$ cat src/logic/gauge_port_pkg.sv
package gauge_port_pkg;

   // Bus address and command space.
   localparam logic [6:0] DEV_ADDR = 7'h55;
   localparam logic [7:0] CMD_LAST = 8'h6b;
   localparam logic [7:0] STATUS_CMD = 8'h6a;
   localparam logic [7:0] WR_LAST = 8'h69;
   localparam logic [6:0] STATUS_PAD = 7'h00;
   localparam logic STATUS_RESET = 1'b0;
   localparam logic [2:0] BIT_LAST = 3'h7;

   // Timing.
   localparam int CLK_HZ = 100_000_000;
   localparam int TIMEOUT_S = 2;
   localparam int TIMEOUT_CYC = TIMEOUT_S * CLK_HZ;
   localparam int STRETCH_MS = 4;
   localparam int STRETCH_CYC = (CLK_HZ / 1000) * STRETCH_MS;

   // Write stream toward the command store.
   localparam int FIFO_DEPTH = 4;
   localparam int WORD_W = 16;

   typedef enum logic [2:0] {
      S_IDLE,
      S_ADDR,
      S_CMD,
      S_WR,
      S_RD,
      S_ACK,
      S_MACK
   } eng_t;

endpackage

$ cat src/logic/stream_if.sv
`timescale 1ns/1ns
`default_nettype none
interface stream_if #(parameter int WIDTH = 16);
   logic valid;
   logic ready;
   logic [WIDTH-1:0] data;
   modport src (output valid, output data, input ready);
   modport snk (input valid, input data, output ready);
endinterface
`default_nettype wire

$ cat src/logic/cmd_fifo.sv
`timescale 1ns/1ns
`default_nettype none
module cmd_fifo #(
   parameter int WIDTH = 16,
   parameter int DEPTH = 4
) (
   input wire logic clk_sys,
   input wire logic rst,
   stream_if.snk wr,
   stream_if.src rd
);
   localparam int AW = (DEPTH > 1) ? $clog2(DEPTH) : 1;

   typedef struct packed {
      logic [DEPTH-1:0][WIDTH-1:0] mem;
      logic [AW-1:0] wp;
      logic [AW-1:0] rp;
      logic [AW:0] cnt;
      logic room;
      logic avail;
      logic [WIDTH-1:0] head;
   } fifo_t;

   fifo_t s;
   fifo_t n;
   logic push;
   logic pop;

   always_comb
   begin
      n = s;
      push = wr.valid && s.room;
      pop = rd.ready && s.avail;
      if (push)
      begin
         n.mem[s.wp] = wr.data;
         n.wp = (s.wp == AW'(DEPTH - 1)) ? '0 : s.wp + 1'b1;
      end
      if (pop)
      begin
         n.rp = (s.rp == AW'(DEPTH - 1)) ? '0 : s.rp + 1'b1;
      end
      if (push && !pop)
      begin
         n.cnt = s.cnt + 1'b1;
      end
      else if (pop && !push)
      begin
         n.cnt = s.cnt - 1'b1;
      end
      // Flags and head are registered so that both sides see flop outputs.
      n.room = (n.cnt < (AW+1)'(DEPTH));
      n.avail = (n.cnt != '0);
      n.head = n.mem[n.rp];
   end

   always_ff @(posedge clk_sys or posedge rst)
   begin
      if (rst)
      begin
         s <= '0;
         s.room <= 1'b1;
      end
      else
      begin
         s <= n;
      end
   end

   assign wr.ready = s.room;
   assign rd.valid = s.avail;
   assign rd.data = s.head;

endmodule
`default_nettype wire

$ cat src/logic/gauge_i2c_command_port.sv
// Contract
// - Answer only bus address 1010101, that is 0xAA write and 0xAB read.
// - Support single, incremental and quick reads plus single and incremental writes.
// - A quick read returns the byte at the current address pointer.
// - Pointer advances by one on every acknowledged data byte, either side.
// - Successive written bytes land at consecutive command locations.
// - Data written to a read-only location is not acknowledged.
// - A command byte above 0x6B is not acknowledged.
// - Bus held low about 2 seconds releases both data and clock lines.
// - Lines still held low by others after release put the engine asleep.
// - Command 0x6a returns the profile status byte.
// - Status bit 0 is 0 for profile A last used, 1 for B; resets 0.
// - On insertion pick the matching dynamic profile, checking A then B.
// - With no match, copy default over the least recently used profile.
// - While the gauge sleeps, clock may be stretched up to 4 ms.
`timescale 1ns/1ns
`default_nettype none
module gauge_i2c_command_port
   import gauge_port_pkg::*;
#(
   parameter int TIMEOUT_CYCLES = TIMEOUT_CYC,
   parameter int STRETCH_CYCLES = STRETCH_CYC,
   parameter int DEPTH = FIFO_DEPTH
) (
   input wire logic clk_sys,
   input wire logic rst,
   input wire logic scl_in,
   output logic scl_out,
   output logic scl_oe,
   input wire logic sda_in,
   output logic sda_out,
   output logic sda_oe,
   input wire logic gauge_sleep,
   output logic [7:0] rd_addr,
   input wire logic [7:0] rd_data,
   output logic wr_valid,
   input wire logic wr_ready,
   output logic [7:0] wr_addr,
   output logic [7:0] wr_data,
   input wire logic pack_insert,
   input wire logic match_a,
   input wire logic match_b,
   output logic last_profile_flag,
   output logic copy_default_a,
   output logic copy_default_b,
   output logic bus_released,
   output logic bus_sleep
);

   typedef struct packed {
      eng_t st;
      eng_t after;
      logic scl_q;
      logic sda_q;
      logic [2:0] bitcnt;
      logic done;
      logic macked;
      logic [7:0] shreg;
      logic [7:0] ptr;
      logic sda_lo;
      logic scl_lo;
      logic pin_lvl;
      logic [31:0] tcnt;
      logic [31:0] scnt;
      logic released;
      logic rel_d;
      logic bus_sleep;
      logic last;
      logic copy_a;
      logic copy_b;
      logic push;
      logic [WORD_W-1:0] push_word;
   } port_t;

   port_t s;
   port_t n;
   logic low;
   logic rise;
   logic fall;
   logic start;
   logic stop;
   logic fifo_ready;
   logic [7:0] rd_byte;

   stream_if #(.WIDTH(WORD_W)) push_if ();
   stream_if #(.WIDTH(WORD_W)) pop_if ();

   always_comb
   begin
      n = s;
      n.copy_a = 1'b0;
      n.copy_b = 1'b0;
      n.push = 1'b0;
      n.scl_q = scl_in;
      n.sda_q = sda_in;
      n.rel_d = s.released;
      low = !scl_in || !sda_in;
      rise = !s.scl_q && scl_in;
      fall = s.scl_q && !scl_in;
      start = s.scl_q && scl_in && s.sda_q && !sda_in;
      stop = s.scl_q && scl_in && !s.sda_q && sda_in;
      // The status location is served here, all others from the store.
      if (s.ptr == STATUS_CMD)
      begin
         rd_byte = {STATUS_PAD, s.last};
      end
      else
      begin
         rd_byte = rd_data;
      end

      // Clock stretch ends when its count runs out.
      if (s.scnt != '0)
      begin
         n.scnt = s.scnt - 32'h1;
         if (s.scnt == 32'h1)
         begin
            n.scl_lo = 1'b0;
         end
      end

      if (start)
      begin
         n.st = S_ADDR;
         n.bitcnt = '0;
         n.done = 1'b0;
         n.sda_lo = 1'b0;
      end
      else if (stop)
      begin
         n.st = S_IDLE;
         n.sda_lo = 1'b0;
      end
      else
      begin
         case (s.st)
            S_ADDR, S_CMD, S_WR:
            begin
               if (rise)
               begin
                  n.shreg = {s.shreg[6:0], sda_in};
                  n.bitcnt = s.bitcnt + 3'h1;
                  n.done = (s.bitcnt == BIT_LAST);
               end
               else if (fall && s.done)
               begin
                  n.done = 1'b0;
                  n.st = S_ACK;
                  n.after = S_IDLE;
                  n.sda_lo = 1'b0;
                  if (s.st == S_ADDR)
                  begin
                     if (s.shreg[7:1] == DEV_ADDR)
                     begin
                        n.sda_lo = 1'b1;
                        n.after = s.shreg[0] ? S_RD : S_CMD;
                        if (gauge_sleep)
                        begin
                           n.scl_lo = 1'b1;
                           n.scnt = 32'(STRETCH_CYCLES);
                        end
                     end
                     else
                     begin
                        n.st = S_IDLE;
                     end
                  end
                  else if (s.st == S_CMD)
                  begin
                     if (s.shreg <= CMD_LAST)
                     begin
                        n.sda_lo = 1'b1;
                        n.ptr = s.shreg;
                        n.after = S_WR;
                     end
                  end
                  else if (s.ptr <= WR_LAST && fifo_ready)
                  begin
                     n.sda_lo = 1'b1;
                     n.push = 1'b1;
                     n.push_word = {s.ptr, s.shreg};
                     n.ptr = s.ptr + 8'h1;
                     n.after = S_WR;
                  end
               end
            end
            S_ACK:
            begin
               if (fall)
               begin
                  n.bitcnt = '0;
                  n.st = s.after;
                  n.sda_lo = 1'b0;
                  if (s.after == S_RD)
                  begin
                     n.shreg = rd_byte;
                     n.sda_lo = !rd_byte[7];
                  end
               end
            end
            S_RD:
            begin
               if (fall)
               begin
                  n.shreg = {s.shreg[6:0], 1'b0};
                  n.bitcnt = s.bitcnt + 3'h1;
                  if (s.bitcnt == BIT_LAST)
                  begin
                     n.sda_lo = 1'b0;
                     n.st = S_MACK;
                  end
                  else
                  begin
                     n.sda_lo = !s.shreg[6];
                  end
               end
            end
            S_MACK:
            begin
               if (rise)
               begin
                  n.macked = !sda_in;
                  if (!sda_in)
                  begin
                     n.ptr = s.ptr + 8'h1;
                  end
               end
               else if (fall)
               begin
                  if (s.macked)
                  begin
                     n.st = S_RD;
                     n.bitcnt = '0;
                     n.shreg = rd_byte;
                     n.sda_lo = !rd_byte[7];
                  end
                  else
                  begin
                     n.st = S_IDLE;
                  end
               end
            end
            default:
            begin
               n.st = s.st;
            end
         endcase
      end

      // Stuck-bus watchdog and release.
      if (!low)
      begin
         n.tcnt = '0;
         n.released = 1'b0;
         n.bus_sleep = 1'b0;
      end
      else if (!s.released)
      begin
         n.tcnt = s.tcnt + 32'h1;
         if (s.tcnt == 32'(TIMEOUT_CYCLES - 1))
         begin
            n.released = 1'b1;
         end
      end
      if (n.released)
      begin
         n.st = S_IDLE;
         n.sda_lo = 1'b0;
         n.scl_lo = 1'b0;
         n.scnt = '0;
      end
      if (s.rel_d && s.released && low)
      begin
         n.bus_sleep = 1'b1;
      end

      // Profile choice on pack insertion.
      if (pack_insert)
      begin
         if (match_a)
         begin
            n.last = 1'b0;
         end
         else if (match_b)
         begin
            n.last = 1'b1;
         end
         else
         begin
            n.copy_a = s.last;
            n.copy_b = !s.last;
            n.last = !s.last;
         end
      end
   end

   always_ff @(posedge clk_sys or posedge rst)
   begin
      if (rst)
      begin
         s <= '0;
         s.st <= S_IDLE;
         s.after <= S_IDLE;
         s.scl_q <= 1'b1;
         s.sda_q <= 1'b1;
         s.last <= STATUS_RESET;
      end
      else
      begin
         s <= n;
      end
   end

   cmd_fifo #(.WIDTH(WORD_W), .DEPTH(DEPTH)) u_fifo (
      .clk_sys(clk_sys),
      .rst(rst),
      .wr(push_if.snk),
      .rd(pop_if.src)
   );

   assign push_if.valid = s.push;
   assign push_if.data = s.push_word;
   assign fifo_ready = push_if.ready;
   assign pop_if.ready = wr_ready;
   assign wr_valid = pop_if.valid;
   assign wr_addr = pop_if.data[WORD_W-1:8];
   assign wr_data = pop_if.data[7:0];

   assign scl_out = s.pin_lvl;
   assign sda_out = s.pin_lvl;
   assign scl_oe = s.scl_lo;
   assign sda_oe = s.sda_lo;
   assign rd_addr = s.ptr;
   assign last_profile_flag = s.last;
   assign copy_default_a = s.copy_a;
   assign copy_default_b = s.copy_b;
   assign bus_released = s.released;
   assign bus_sleep = s.bus_sleep;
endmodule
`default_nettype wire

$ cat config.mk
export PLATFORM = sky130hd
export DESIGN_NAME = gauge_i2c_command_port
export DESIGN_NICKNAME = d
export VERILOG_FILES = /design/src/logic/gauge_port_pkg.sv /design/src/logic/stream_if.sv /design/src/logic/cmd_fifo.sv /design/src/logic/gauge_i2c_command_port.sv
export SDC_FILE = /design/constraint.sdc
export NUM_CORES = 1
export LEC_CHECK = 0
export BUFFER_PORTS_ARGS = -buffer_cell sky130_fd_sc_hd__buf_2
export CORE_UTILIZATION = 30
export CTS_CLUSTER_DIAMETER = 100
export DETAILED_ROUTE_END_ITERATION = 10
export PLACE_DENSITY_LB_ADDON = 0.08
export SETUP_SLACK_MARGIN = 0.4
export SYNTH_ARGS = -nofsm -noshare
export SYNTH_HDL_FRONTEND = slang
export SYNTH_HIERARCHICAL = 1
export SYNTH_SLANG_ARGS = --single-unit
$ cat constraint.sdc
create_clock -name clk_sys -period 6.75 [get_ports clk_sys]
set_input_delay 1.35 -clock clk_sys [delete_from_list [all_inputs] [get_ports clk_sys]]
set_output_delay 1.35 -clock clk_sys [all_outputs]
set_load 0.01 [all_outputs]
==> impl_metrics.tcl <==
set metrics [dict create \
    r2r_slack_ps 3720 \
    design.core.area_um2 33500 \
    final_area_um2 11600 \
    die_area_um2 34800 \
    rr_worst_depth 7 \
    finalCriticalPeriod_ps 3480 \
    syn_inst 955 \
    cts_buffers 26 \
    clkLatencyLatePin_ps 530 \
    path_max_fanout 35 \
    dpl_cell_area_um2 10700 \
    fp.dieW_um 187 \
    synth_flop_cell "dfrtp_1" \
    ys_warn_count 6 \
    fin_crit_sh_pct 51.5 \
    drive_gt1_share_pct 15.5 \
    cts_hold_buf 0 \
    grt_use_total_pct 13.7 \
    drt_iter0_drc 338 \
    instances_no_fill 1448 \
    clock-skew-final_ps 15.0 \
    worst_hold_slack_ps 446 \
    cp.buffers_inverters 3 \
    preCtsSetupSlack_ps 2670 \
    start_util_pct 30.5 \
    globalplace.congestion 0.749 \
    grt_pass1_wl_um 39000 \
    hold_path.class "register to register" \
    rows 67 \
    placedCellCount 1401 \
    p_leak_nw 6.17 \
    slew_violations 0 \
    cp-endpoint "s[33]" \
    synth_seq_area_share_pct 50.7 \
    status "complete, no violations" \
    drt_wl_total_um 23400 \
    avgViaCountPerCell 4.69 \
    drc 0 \
    drv_cap 0 \
    crit_path_frequent_cell "buf_4" \
    antenna_cells 0 \
    die_y_um 187 \
    fin_util_pct 34.5 \
    async_flop_share_pct 100 \
    post_drt_wl_per_cell_um 16.2 \
    synth-seq-cells 207 \
    drt-pass1-iter-count 4 \
    crit_family "simple AND/OR/NAND/NOR gates" \
    htree_num_levels 1 \
    most-common-layout-cells "204 x dfrtp_1, 90 x inv_1, 88 x nor2_1" \
    slowest_stage "nand2b_1" \
    cts_resized 0 \
    hold_viol_final 0 \
    num_vias 6794 \
    max_stage_delay_ps 840 \
    peakVddDrop_v 0.000198 \
    post_cts_buffers 0 \
    syn_to_final_growth_pct 13.1 \
    layout_commonest_cell "dfrtp_1" \
    power.total_mw 3.99 \
    synth.distinct_cells 78 \
    max_freq_mhz 288 \
    antenna_found_initial 0 \
    dp_hpwl_um 15300 \
    synth_edf_count 0 \
    fin_nets 1015 \
    grt_pass1_vias 6971 \
    critPathLaunchType "primary input" \
    cp-end-kind "register" \
    ant_nets 0 \
    clock_path_buffers 3 \
    final.setup.worst_slack_ps 3270 \
    worst_pin_slew_ps 1070 \
    syn_area_per_cell_um2 10.7 \
    finalSetupViolations 0 \
    tns_ps 0 \
    cts_root_buf "clkbuf_16" \
    cts_tree "built" \
    cp.required_ps 7110 \
    worst-path-stages 8 \
    syn_area_um2 10200 \
    crit_path_start "scl_in" \
    grt_max_degree 65 \
    ios 51 \
    critPathKind "primary input to register" \
    globalRoute.totalOverflow 0 \
    clk_pin_slew_ps 60 \
    rr_endpoint "s[33]" \
    rsz0062_at_grt "no" \
    slew_headroom_pct 28.9 \
    power_density_nw_per_um2 345 \
    portBuffers 48 \
    clock-sinks 207 \
    reg2reg_from "s[58]" \
    path_cells "buf_2 -> and2_1 -> buf_4 -> or4_1 -> o21ai_0 -> buf_4 -> nand2b_1 -> nor2_1" \
    arrival_ps 3840 \
]
synthesized netlist by cell type, drive strengths merged (19+ instances only):
library cell | number | area share, %
a221oi | 20 | 2.3
nor3 | 22 | 1.1
mux2i | 69 | 6.8
buf | 36 | 3.0
a21oi | 36 | 1.8
o21ai | 35 | 1.7
dfrtp | 204 | 50
xor2 | 21 | 1.8
nand2 | 42 | 1.9
nor2 | 88 | 3.2
clkbuf | 25 | 0.97
nand3 | 22 | 1.2
inv | 92 | 3.4
mux2 | 19 | 2.1
xnor2 | 37 | 3.2
cells by family (layout without fill, tap and decap cells):
logic type	count (synthesis)	in the layout	share of synthesized area (%)
XOR/XNOR	58	58	5.04
other	1	2	0.0367
AND/OR/NAND/NOR	272	272	14.3
AO/OA/AOI/OAI	158	158	11.6
flip-flops	207	207	50.7
buffers and inverters	153	197	7.32
adder cells (fa/ha/maj)	18	18	2.19
multiplexers	88	88	8.85
registers in the layout, summed over array words and instances (netlist names):
name and flops:
bus_sleep 1, u_fifo/wr.ready 1, push_if.data 16, s 86, u_fifo/rd.data 16, scl_oe 1
u_fifo/rd.valid 1, u_fifo/s 71, sda_oe 1, bus_released 1, copy_default_a 1, rd_addr 8
push_if.valid 1, last_profile_flag 1, copy_default_b 1
worst reg2reg max path: cells and delay by family (launching register included):
family                 cells  cell delay (ps)
flip-flops                 1              400
buffers and inverters      1              200
AO/OA/AOI/OAI              1              230
AND/OR/NAND/NOR            5             2040
report_power, final:
part,switching (mW),internal [mW],total [mW],leakage [nW]
Combinational,0.566,0.452,1.02,3.01
Clock,0.539,0.796,1.34,0.410
Sequential,0.189,1.45,1.63,2.75
Total,1.29,2.69,3.99,6.17
cell type report:
class	count	area (um^2)
Fill cell	3464	22000
Sequential cell	207	5180
Multi-Input combinational cell	596	4320
Clock buffer	42	791
Tap cell	448	561
Inverter	92	350
Timing Repair Buffer	58	315
Clock inverter	5	36.3
layer usage:
layer,GRT usage (%),wire (um)
met1,18.4,10900
met2,23.3,11300
met3,1.97,621
met4,3.44,536
met5,0,0
worst min path at each step:
stage          cells after the start    startpoint              end
2_1_floorplan                      1  u_fifo/s[20]  u_fifo/wr.ready
3_3_place_gp                       1  u_fifo/s[20]  u_fifo/wr.ready
3_5_place_dp                       1  u_fifo/s[20]  u_fifo/wr.ready
4_1_cts                            1  u_fifo/s[20]  u_fifo/wr.ready
5_1_grt                            1  u_fifo/s[20]  u_fifo/wr.ready
6_report                           1  u_fifo/s[20]  u_fifo/wr.ready
Note: power is estimated with default switching activity, not from simulation.
